===== config.mk =====
export PLATFORM = sky130hd
export DESIGN_NAME = dmacc_channel
export DESIGN_NICKNAME = d
export VERILOG_FILES = /design/src/verilog/dmacc_pkg.sv /design/src/verilog/dmacc_req_sync.sv /design/src/verilog/dmacc_step.sv /design/src/verilog/dmacc_channel.sv
export SDC_FILE = /design/constraint.sdc
export NUM_CORES = 1
export LEC_CHECK = 0
export ABC_AREA = 0
export BUFFER_PORTS_ARGS = -buffer_cell sky130_fd_sc_hd__clkbuf_2
export CORE_ASPECT_RATIO = 2
export CORE_MARGIN = 3
export CORE_UTILIZATION = 38
export CTS_CLUSTER_SIZE = 24
export DETAILED_ROUTE_END_ITERATION = 12
export PLACE_DENSITY = 0.64
export SYNTH_ARGS = -nofsm -noshare
export SYNTH_HDL_FRONTEND = slang
export SYNTH_HIERARCHICAL = 1
export SYNTH_SLANG_ARGS = --single-unit

===== constraint.sdc =====
create_clock -name i_clk -period 22.1 [get_ports i_clk]
set_input_delay 1.105 -clock i_clk [delete_from_list [all_inputs] [get_ports i_clk]]
set_output_delay 1.105 -clock i_clk [all_outputs]
set_load 0.05 [all_outputs]

===== src/verilog/dmacc_pkg.sv =====
// constants and types shared by the dma channel block
// assumes a single system clock; apb register bus with 32-bit data
package dmacc_pkg;

  // register byte offsets
  localparam logic [7:0] OFF_ORIGIN  = 8'h00; // channel_origin_pointer
  localparam logic [7:0] OFF_TARGET  = 8'h04; // channel_target_pointer
  localparam logic [7:0] OFF_NEXT    = 8'h08; // next_descriptor_pointer
  localparam logic [7:0] OFF_CONTROL = 8'h0C; // channel_control_word
  localparam logic [7:0] OFF_CONFIG  = 8'h10; // channel_configuration
  localparam logic [7:0] OFF_STATUS  = 8'h14; // enabled_channel_flags and sticky flags
  localparam logic [7:0] OFF_CLEAR   = 8'h18; // done_irq_clear

  // channel_configuration fields
  localparam int CFG_EN_BIT     = 0;
  localparam int CFG_ORIGIN_LO  = 1;
  localparam int CFG_TARGET_LO  = 6;
  localparam int CFG_DIR_LO     = 11;
  localparam int CFG_ERRIE_BIT  = 14;
  localparam int CFG_DONEIE_BIT = 15;
  localparam int CFG_LOCK_BIT   = 16;
  localparam int CFG_ACTIVE_BIT = 17;
  localparam int CFG_HOLD_BIT   = 18;
  localparam logic [31:0] CFG_WMASK = 32'h0005_FBDF;
  localparam logic [31:0] CFG_RESET = 32'h0000_0000;

  // transfer_direction codes
  localparam logic [2:0] DIR_M2M = 3'h0;
  localparam logic [2:0] DIR_M2P = 3'h1;
  localparam logic [2:0] DIR_P2M = 3'h2;

  // channel_control_word fields
  localparam int CTL_COUNT_LO = 0;
  localparam int CTL_COUNT_W  = 12;
  localparam int CTL_WIDTH_LO = 12;
  localparam int CTL_DONEIE_BIT = 31;
  localparam logic [31:0] CTL_RESET = 32'h0000_0000;

  // status and clear bits
  localparam int STS_ON_BIT   = 0;
  localparam int STS_DONE_BIT = 1;
  localparam int STS_ERR_BIT  = 2;
  localparam int STS_BUSY_BIT = 3;

  localparam logic [31:0] PTR_RESET = 32'h0000_0000;
  localparam logic [31:0] CHAIN_END = 32'h0000_0000;
  localparam logic [31:0] WORD_STEP = 32'h0000_0004;
  localparam logic [1:0]  DESC_LAST = 2'h3;

  typedef enum logic [5:0] {
    ST_IDLE = 6'b00_0001,
    ST_SRC  = 6'b00_0010,
    ST_RD   = 6'b00_0100,
    ST_DST  = 6'b00_1000,
    ST_WR   = 6'b01_0000,
    ST_LOAD = 6'b10_0000
  } dmacc_st_t;

  typedef struct packed {
    logic        req;
    logic        we;
    logic [1:0]  size;
    logic [31:0] addr;
    logic [31:0] wdata;
  } dmacc_mem_t;

endpackage


===== src/verilog/dmacc_req_sync.sv =====
// two-stage synchroniser for the peripheral request lines
// assumes requests are asynchronous levels held until serviced
`timescale 1ns/100ps
`default_nettype none
module dmacc_req_sync import dmacc_pkg::*; (
  input  wire logic        i_clk,  // system clock
  input  wire logic        i_rst,  // async reset, active high
  input  wire logic [15:0] i_req,  // raw request pins
  output logic      [15:0] o_req   // synchronised requests
);
  logic [15:0] meta_reg;
  logic [15:0] sync_reg;

  genvar g;
  generate
    for (g = 0; g < 16; g++) begin : g_line
      always_ff @(posedge i_clk or posedge i_rst) begin
        if (i_rst) begin
          meta_reg[g] <= 1'b0;
          sync_reg[g] <= 1'b0;
        end else begin
          meta_reg[g] <= i_req[g];
          sync_reg[g] <= meta_reg[g];
        end
      end
    end
  endgenerate

  assign o_req = sync_reg;
endmodule
`default_nettype wire


===== src/verilog/dmacc_step.sv =====
// address alignment check and increment for one element width
// assumes width code 0 byte, 1 halfword, 2 word, 3 unusable
`timescale 1ns/100ps
`default_nettype none
module dmacc_step import dmacc_pkg::*; (
  input  wire logic [1:0]  i_size,    // element width code
  input  wire logic [31:0] i_addr,    // address to check
  output logic             o_aligned, // address fits the width
  output logic      [31:0] o_incr     // bytes per element
);
  always_comb begin
    o_incr = 32'h0000_0001 << i_size;
    case (i_size)
      2'h0:    o_aligned = 1'b1;
      2'h1:    o_aligned = ~i_addr[0];
      2'h2:    o_aligned = (i_addr[1:0] == 2'h0);
      default: o_aligned = 1'b0;
    endcase
  end
endmodule
`default_nettype wire


===== src/verilog/dmacc_channel.sv =====
// one dma channel: configuration register, element mover and chain loader
// assumes an apb master for software and a simple req/ack memory bus
// Behaviour
// - bit 14 of configuration unmasks the error interrupt.
// - direction 000 mem-mem, 001 mem-periph, 010 periph-mem; others unused.
// - bits 9-6 pick the destination request line, ignored for memory.
// - bits 4-1 pick the source request line, ignored for memory.
// - bit 0 enables the channel; in mem-mem writing 1 starts it.
// - enable clears itself once the last block of the chain has moved.
// - disabling mid-transfer drops held data; software reinitialises channels.
// - mem-mem transfers never start from a hardware request line.
// - width/address mismatch sets the error flag; disable before rewriting settings.
// - after each block, reload pointers, count and width from next descriptor.
// - descriptor is four words: origin, target, next pointer, control.
// - block end raises completion interrupt when control word allows it.
// - a zero next-pointer ends the chain with no further fetch.
// - configuration bit 18 set makes the channel ignore peripheral requests.
// - read-only bit 17 shows whether the channel buffer holds data.
// - bit 15 unmasks the completion interrupt.
`timescale 1ns/100ps
`default_nettype none
module dmacc_channel import dmacc_pkg::*; (
  input  wire logic        i_clk,        // system clock, 20 MHz
  input  wire logic        i_rst,        // async reset, active high
  input  wire logic        psel,         // apb select
  input  wire logic        penable,      // apb access phase
  input  wire logic        pwrite,       // apb write
  input  wire logic [7:0]  paddr,        // apb byte address
  input  wire logic [31:0] pwdata,       // apb write data
  output logic      [31:0] prdata,       // apb read data
  output logic             pready,       // apb ready
  output logic             pslverr,      // apb error on unmapped address
  input  wire logic [15:0] i_periph_req, // peripheral request pins
  output logic             o_mem_req,    // memory access request
  output logic             o_mem_we,     // memory write
  output logic      [1:0]  o_mem_size,   // element width code
  output logic      [31:0] o_mem_addr,   // memory byte address
  output logic      [31:0] o_mem_wdata,  // memory write data
  output logic             o_mem_lock,   // bus lock, high only while a request is out and config bit 16 is set
  input  wire logic        i_mem_ack,    // access done this cycle
  input  wire logic        i_mem_err,    // access failed
  input  wire logic [31:0] i_mem_rdata,  // read data with ack
  output logic             o_done_irq,   // block completion interrupt
  output logic             o_err_irq     // error interrupt
);

  ////////////////////////////////////////////////////////////////////////////
  // state

  typedef struct packed {
    dmacc_st_t   st;
    logic [31:0] origin;
    logic [31:0] target;
    logic [31:0] next;
    logic [31:0] ctl;
    logic [31:0] cfg;
    logic [11:0] count;
    logic [31:0] buf_data;
    logic        buf_full;
    logic [1:0]  widx;
    logic        done_flag;
    logic        err_flag;
    logic [31:0] rdata;
    dmacc_mem_t  mem;
  } dmacc_state_t;

  dmacc_state_t state_reg;
  dmacc_state_t state_next;

  ////////////////////////////////////////////////////////////////////////////
  // helpers

  // register index 0..6, or 7 for an unmapped address
  function automatic logic [2:0] reg_index(input logic [7:0] a);
    case (a)
      OFF_ORIGIN:  reg_index = 3'd0;
      OFF_TARGET:  reg_index = 3'd1;
      OFF_NEXT:    reg_index = 3'd2;
      OFF_CONTROL: reg_index = 3'd3;
      OFF_CONFIG:  reg_index = 3'd4;
      OFF_STATUS:  reg_index = 3'd5;
      OFF_CLEAR:   reg_index = 3'd6;
      default:     reg_index = 3'd7;
    endcase
  endfunction

  // end of one block: flag it if the control word asks, then follow the chain or stop
  function automatic dmacc_state_t block_end(input dmacc_state_t s);
    dmacc_state_t t;
    t = s;
    if (s.ctl[CTL_DONEIE_BIT]) begin
      t.done_flag = 1'b1;
    end
    if (s.next == CHAIN_END) begin
      t.cfg[CFG_EN_BIT] = 1'b0;
      t.st = ST_IDLE;
    end else begin
      t.widx = 2'h0;
      t.mem.req = 1'b1;
      t.mem.we = 1'b0;
      t.mem.size = 2'h2;
      t.mem.addr = s.next;
      t.st = ST_LOAD;
    end
    return t;
  endfunction

  // error exit: drop the buffer and switch the channel off
  function automatic dmacc_state_t fail(input dmacc_state_t s);
    dmacc_state_t t;
    t = s;
    t.err_flag = 1'b1;
    t.cfg[CFG_EN_BIT] = 1'b0;
    t.buf_full = 1'b0;
    t.mem.req = 1'b0;
    t.st = ST_IDLE;
    return t;
  endfunction

  ////////////////////////////////////////////////////////////////////////////
  // decode of configuration

  logic [15:0] req_sync;
  logic [2:0]  dir;
  logic        dir_ok;
  logic        src_is_per;
  logic        dst_is_per;
  logic        hold;
  logic        src_go;
  logic        dst_go;
  logic [1:0]  width;
  logic        src_aligned;
  logic        dst_aligned;
  logic [31:0] src_incr;
  logic [31:0] dst_incr;
  logic        enabled;

  dmacc_req_sync u_sync (
    .i_clk (i_clk),
    .i_rst (i_rst),
    .i_req (i_periph_req),
    .o_req (req_sync)
  );

  dmacc_step u_src_step (
    .i_size    (width),
    .i_addr    (state_reg.origin),
    .o_aligned (src_aligned),
    .o_incr    (src_incr)
  );

  dmacc_step u_dst_step (
    .i_size    (width),
    .i_addr    (state_reg.target),
    .o_aligned (dst_aligned),
    .o_incr    (dst_incr)
  );

  assign dir        = state_reg.cfg[CFG_DIR_LO +: 3];
  assign dir_ok     = (dir == DIR_M2M) || (dir == DIR_M2P) || (dir == DIR_P2M);
  assign src_is_per = (dir == DIR_P2M);
  assign dst_is_per = (dir == DIR_M2P);
  assign hold       = state_reg.cfg[CFG_HOLD_BIT];
  assign width      = state_reg.ctl[CTL_WIDTH_LO +: 2];
  assign enabled    = state_reg.cfg[CFG_EN_BIT];

  // memory sides run free; peripheral sides wait on their own line
  assign src_go = !src_is_per
                  || (req_sync[state_reg.cfg[CFG_ORIGIN_LO +: 4]] && !hold);
  assign dst_go = !dst_is_per
                  || (req_sync[state_reg.cfg[CFG_TARGET_LO +: 4]] && !hold);

  ////////////////////////////////////////////////////////////////////////////
  // next state

  logic        wr_acc;
  logic        setup;
  logic [2:0]  widx_sel;
  logic [31:0] cfg_view;
  logic [31:0] status_view;

  assign wr_acc   = psel && penable && pwrite;
  assign setup    = psel && !penable;
  assign widx_sel = reg_index(paddr);
  assign cfg_view = (state_reg.cfg & CFG_WMASK)
                    | ({31'h0000_0000, state_reg.buf_full} << CFG_ACTIVE_BIT);

  always_comb begin
    status_view = 32'h0000_0000;
    status_view[STS_ON_BIT]   = enabled;
    status_view[STS_DONE_BIT] = state_reg.done_flag;
    status_view[STS_ERR_BIT]  = state_reg.err_flag;
    status_view[STS_BUSY_BIT] = (state_reg.st != ST_IDLE);
  end

  always_comb begin
    state_next = state_reg;

    // read data is captured in the setup phase so prdata is a flop
    if (setup && !pwrite) begin
      case (reg_index(paddr))
        3'd0:    state_next.rdata = state_reg.origin;
        3'd1:    state_next.rdata = state_reg.target;
        3'd2:    state_next.rdata = state_reg.next;
        3'd3:    state_next.rdata = state_reg.ctl;
        3'd4:    state_next.rdata = cfg_view;
        3'd5:    state_next.rdata = status_view;
        default: state_next.rdata = 32'h0000_0000;
      endcase
    end

    // software writes come first so hardware events below win
    if (wr_acc) begin
      case (widx_sel)
        3'd0:    state_next.origin = pwdata;
        3'd1:    state_next.target = pwdata;
        3'd2:    state_next.next = pwdata;
        3'd3:    state_next.ctl = pwdata;
        3'd4:    state_next.cfg = pwdata & CFG_WMASK & ~(32'h0000_0001 << CFG_ACTIVE_BIT);
        3'd6: begin
          if (pwdata[STS_DONE_BIT]) begin
            state_next.done_flag = 1'b0;
          end
          if (pwdata[STS_ERR_BIT]) begin
            state_next.err_flag = 1'b0;
          end
        end
        default: ;
      endcase
    end

    case (state_reg.st)
      ST_IDLE: begin
        state_next.count = state_reg.ctl[CTL_COUNT_LO +: CTL_COUNT_W];
        // only the enable bit starts a channel; in mem-mem that is the start
        if (enabled && dir_ok) begin
          if (state_reg.ctl[CTL_COUNT_LO +: CTL_COUNT_W] == 12'h000) begin
            state_next = block_end(state_next);
          end else begin
            state_next.st = ST_SRC;
          end
        end
      end

      ST_SRC: begin
        if (!enabled) begin
          state_next.buf_full = 1'b0;
          state_next.st = ST_IDLE;
        end else if (src_go) begin
          if (!src_aligned) begin
            state_next = fail(state_next);
          end else begin
            state_next.mem.req = 1'b1;
            state_next.mem.we = 1'b0;
            state_next.mem.size = width;
            state_next.mem.addr = state_reg.origin;
            state_next.st = ST_RD;
          end
        end
      end

      ST_RD: begin
        if (i_mem_ack) begin
          state_next.mem.req = 1'b0;
          if (i_mem_err) begin
            state_next = fail(state_next);
          end else if (!enabled) begin
            state_next.buf_full = 1'b0;
            state_next.st = ST_IDLE;
          end else begin
            state_next.buf_data = i_mem_rdata;
            state_next.buf_full = 1'b1;
            if (!src_is_per) begin
              state_next.origin = state_reg.origin + src_incr;
            end
            state_next.st = ST_DST;
          end
        end
      end

      ST_DST: begin
        if (!enabled) begin
          state_next.buf_full = 1'b0;
          state_next.st = ST_IDLE;
        end else if (dst_go) begin
          if (!dst_aligned) begin
            state_next = fail(state_next);
          end else begin
            state_next.mem.req = 1'b1;
            state_next.mem.we = 1'b1;
            state_next.mem.size = width;
            state_next.mem.addr = state_reg.target;
            state_next.mem.wdata = state_reg.buf_data;
            state_next.st = ST_WR;
          end
        end
      end

      ST_WR: begin
        if (i_mem_ack) begin
          state_next.mem.req = 1'b0;
          state_next.mem.we = 1'b0;
          state_next.buf_full = 1'b0;
          if (i_mem_err) begin
            state_next = fail(state_next);
          end else begin
            if (!dst_is_per) begin
              state_next.target = state_reg.target + dst_incr;
            end
            state_next.count = state_reg.count - 12'h001;
            if (!enabled) begin
              state_next.st = ST_IDLE;
            end else if (state_reg.count == 12'h001) begin
              state_next = block_end(state_next);
            end else begin
              state_next.st = ST_SRC;
            end
          end
        end
      end

      ST_LOAD: begin
        // the four descriptor words arrive in a fixed order
        if (i_mem_ack) begin
          if (i_mem_err) begin
            state_next = fail(state_next);
          end else begin
            case (state_reg.widx)
              2'h0:    state_next.origin = i_mem_rdata;
              2'h1:    state_next.target = i_mem_rdata;
              2'h2:    state_next.next = i_mem_rdata;
              default: state_next.ctl = i_mem_rdata;
            endcase
            if (state_reg.widx == DESC_LAST) begin
              state_next.mem.req = 1'b0;
              state_next.count = i_mem_rdata[CTL_COUNT_LO +: CTL_COUNT_W];
              // an empty block goes back through idle to finish at once
              state_next.st = enabled ? ST_SRC : ST_IDLE;
              if (i_mem_rdata[CTL_COUNT_LO +: CTL_COUNT_W] == 12'h000) begin
                state_next.st = ST_IDLE;
              end
            end else begin
              state_next.widx = state_reg.widx + 2'h1;
              state_next.mem.addr = state_reg.mem.addr + WORD_STEP;
            end
          end
        end
      end

      default: begin
        state_next.st = ST_IDLE;
        state_next.mem.req = 1'b0;
      end
    endcase
  end

  ////////////////////////////////////////////////////////////////////////////
  // registers

  always_ff @(posedge i_clk or posedge i_rst) begin
    if (i_rst) begin
      state_reg.st        <= ST_IDLE;
      state_reg.origin    <= PTR_RESET;
      state_reg.target    <= PTR_RESET;
      state_reg.next      <= PTR_RESET;
      state_reg.ctl       <= CTL_RESET;
      state_reg.cfg       <= CFG_RESET;
      state_reg.count     <= 12'h000;
      state_reg.buf_data  <= 32'h0000_0000;
      state_reg.buf_full  <= 1'b0;
      state_reg.widx      <= 2'h0;
      state_reg.done_flag <= 1'b0;
      state_reg.err_flag  <= 1'b0;
      state_reg.rdata     <= 32'h0000_0000;
      state_reg.mem       <= '0;
    end else begin
      state_reg <= state_next;
    end
  end

  ////////////////////////////////////////////////////////////////////////////
  // outputs

  assign prdata      = state_reg.rdata;
  assign pready      = 1'b1;
  assign pslverr     = psel && penable && (widx_sel == 3'd7);
  assign o_mem_req   = state_reg.mem.req;
  assign o_mem_we    = state_reg.mem.we;
  assign o_mem_size  = state_reg.mem.size;
  assign o_mem_addr  = state_reg.mem.addr;
  assign o_mem_wdata = state_reg.mem.wdata;
  assign o_mem_lock  = state_reg.mem.req && state_reg.cfg[CFG_LOCK_BIT];
  assign o_done_irq  = state_reg.done_flag && state_reg.cfg[CFG_DONEIE_BIT];
  assign o_err_irq   = state_reg.err_flag && state_reg.cfg[CFG_ERRIE_BIT];

endmodule
`default_nettype wire


==> reports/results.ini <==
[status]
run_status = finished, final reports clean

[synth]
ys_ff_latch = 331
synth_edf_count = 0
async_flop_share = 1.000
yosysUniqueCellTypes = 78
synthAdderAreaFrac = 0.04208
synthCells = 2428
ys_warn_count = 6
yosysSeqAreaShare = 0.3859
synth-xor-area-share = 0.02652
synth_top_family_by_area = compound AO/OA/AOI/OAI gates
synth.avg_cell_area_sq_um = 8.842
netlist_area_sq_um = 21470
synth-compound-area-share = 0.2220
synth_mux_area_frac = 0.08660
synth-main-ff-cell = dfrtp_1
synthSimpleGateAreaFrac = 0.1536

[floorplanning]
start_util = 0.3864
core_sq_um = 55560
ioPinCount = 200
die_height_um = 342.2
die_area_sq_um = 59560
num_rows = 122
die_w_um = 174.1

[global_routing]
grt_pass1_vias = 19504
grtUsageTotal = 0.2736
grt_max_degree = 125
grt_first_pass_wirelength_um = 125000
gr-total-overflow = 0
antenna_found_initial = 2

[routing]
dr.pass1.iters = 7
viasPerCell = 6.033
drt_first_iter_violations = 1872
drc_errors = 0
vias = 19522
wire_per_inst_um = 25.74
antenna_left = 0
finalWirelength_um = 83300

[critical_path]
r2r-start = state_reg[194]$_DFF_PP0_
critPathBufInv = 4
critical-path-slowest-cell = nor4_1
cp-startpoint = paddr[3]
cpPeakStageDelay_ns = 0.58
cp_max_fo = 63
cp_common_cell = buf_4
cp_num_cells = 12
critPathLaunchType = input port
required_ns = 22.53
critPathTopFamily = simple AND/OR/NAND/NOR gates
cp-end-kind = register
cp_data_arrival_time_ns = 4.55
path_class = in -> reg
worst_r2r_path_depth = 12
path_cells = clkbuf_2 > inv_1 > nor4_1 > nand2_2 > buf_4 > nand2_1 > o31a_1 > o221ai_1 > or3_2 > buf_4 > nor2_8 > mux2_1

[clock_tree]
htreeDepth = 2
post_cts_buffers = 0
clk_pin_slew_ns = 0.06
clk_latency_ns = 0.56
cts_tree = yes
numCtsBuffers = 34
cts_buffer_depth = 3
ctsResizeCount = 0
cts-root-buf = clkbuf_16
hold_buffers = 0
clock_sinks = 331

[sta]
worst_slack_ns = 17.98
rsz0062_at_grt = false
setup-violations-final = 0
max_slew_margin = 0.2289
holdWs_ns = 0.3505
period_needed_ns = 4.121
fin_tns_setup_ns = 0
fmaxAchievable_ghz = 0.2427
finalCritPeriodShare = 0.1865
tightest_slew_ns = 1.152
slew_viol_final = 0
finalHoldViolCount = 0
clock-skew-final_ns = 0.02939

[finish]
largest_reg_flops = 194
nets = 2633
antenna_cells = 0
final_cell_mix = dfrtp_1 (330), nand2_1 (300), a21oi_1 (221), nor2_1 (209), clkbuf_2 (198)
layout_commonest_cell = dfrtp_1
area_growth_syn_to_layout_pct = 9.604
drive_gt1_frac = 0.1561
final_util = 0.4235

[power]
p_per_area_nw_per_um2 = 62.22
leakagePower_uw = 0.01120
p_total_uw = 1464
peakVddDrop_v = 0.00005018

[worst_hold_path]
min_path_type = reg -> reg
min-delay-start = u_sync/meta_reg[14]$_DFF_PP0_
whs_path_depth = 0

[place]
routabilityCongestion = 0.9519
dp_hpwl_um = 61420
dp_slack_ns = 17.43
io_buffers = 198

[flow_run]
drv_cap = 0

-- cells by family (layout without fill, tap and decap cells) --
family	count (synthesis)	after routing
adders and majority gates	71	71
buffers and inverters	311	321
DFF	331	331
muxes	168	168
AOI/OAI and AO/OA	754	754
and+or+nand+nor	725	725
xor gates and xnor gates	65	65
other	3	57
-- layer usage --
metal	wire length, um	track usage
met5	34	0
met4	6396	0.1767
met3	6847	0.03859
met2	38610	0.4469
met1	31420	0.3378
-- synthesized netlist by cell type, drive strengths merged (11+ instances only) --
cell type  number  share of area
a211oi         19         0.0066
a21o           28         0.0098
a21oi         222          0.052
a221oi         41          0.018
a222oi         32          0.015
a22o           36          0.015
a22oi          25         0.0087
a31oi          14         0.0041
and2           17         0.0050
and3           16         0.0047
buf           173          0.059
clkbuf        115          0.020
dfrtp         330           0.38
ha             69          0.040
inv            23         0.0040
mux2           52          0.027
mux2i         107          0.050
nand2         302          0.053
nand2b         11         0.0032
nand3          36         0.0086
nor2          214          0.038
nor3           18         0.0047
nor3b          14         0.0049
nor4           36          0.010
o211ai         15         0.0052
o21ai         225          0.052
o22ai          21         0.0061
or3            11         0.0037
xnor2          36          0.015
xor2           29          0.012
-- final cells by class --
cell class,instances,area (sq um)
fillers,5523,32030
multi-input cells,1840,11730
flip-flops and latches,331,8284
repair buffers,237,1284
clock buffers,45,1006
well taps,744,930.9
clock inverters,16,205.2
inverters,23,93.84
-- power by group --
part	total, uW	internal (uW)	switching [uW]
clock network	635	371	264
logic	193	56.0	137
registers	636	619	17.3
total	1460	1050	418
-- stage by stage --
stage          cell area, sq um  std cells
2_1_floorplan             21670       2482
3_3_place_gp              22320       3175
3_5_place_dp              22320       3175
4_1_cts                   23530       3236
5_1_grt                   23530       3236
6_report                  23530       3236
-- final timing paths --
kind,slack [ns],to
setup reg to reg,18.03,state_reg[275]$_DFF_PP0_
min in group asynchronous,0.75,state_reg[312]$_DFFE_PP0P_
hold / removal,0.35,u_sync/o_req[14]$_DFF_PP0_
max in group asynchronous,19.86,prdata[21]$_DFFE_PP0P_
setup / recovery,17.98,o_mem_size[1]$_DFFE_PP0P_
hold reg to reg,0.35,u_sync/o_req[14]$_DFF_PP0_
(Power assumes the default switching activity.)
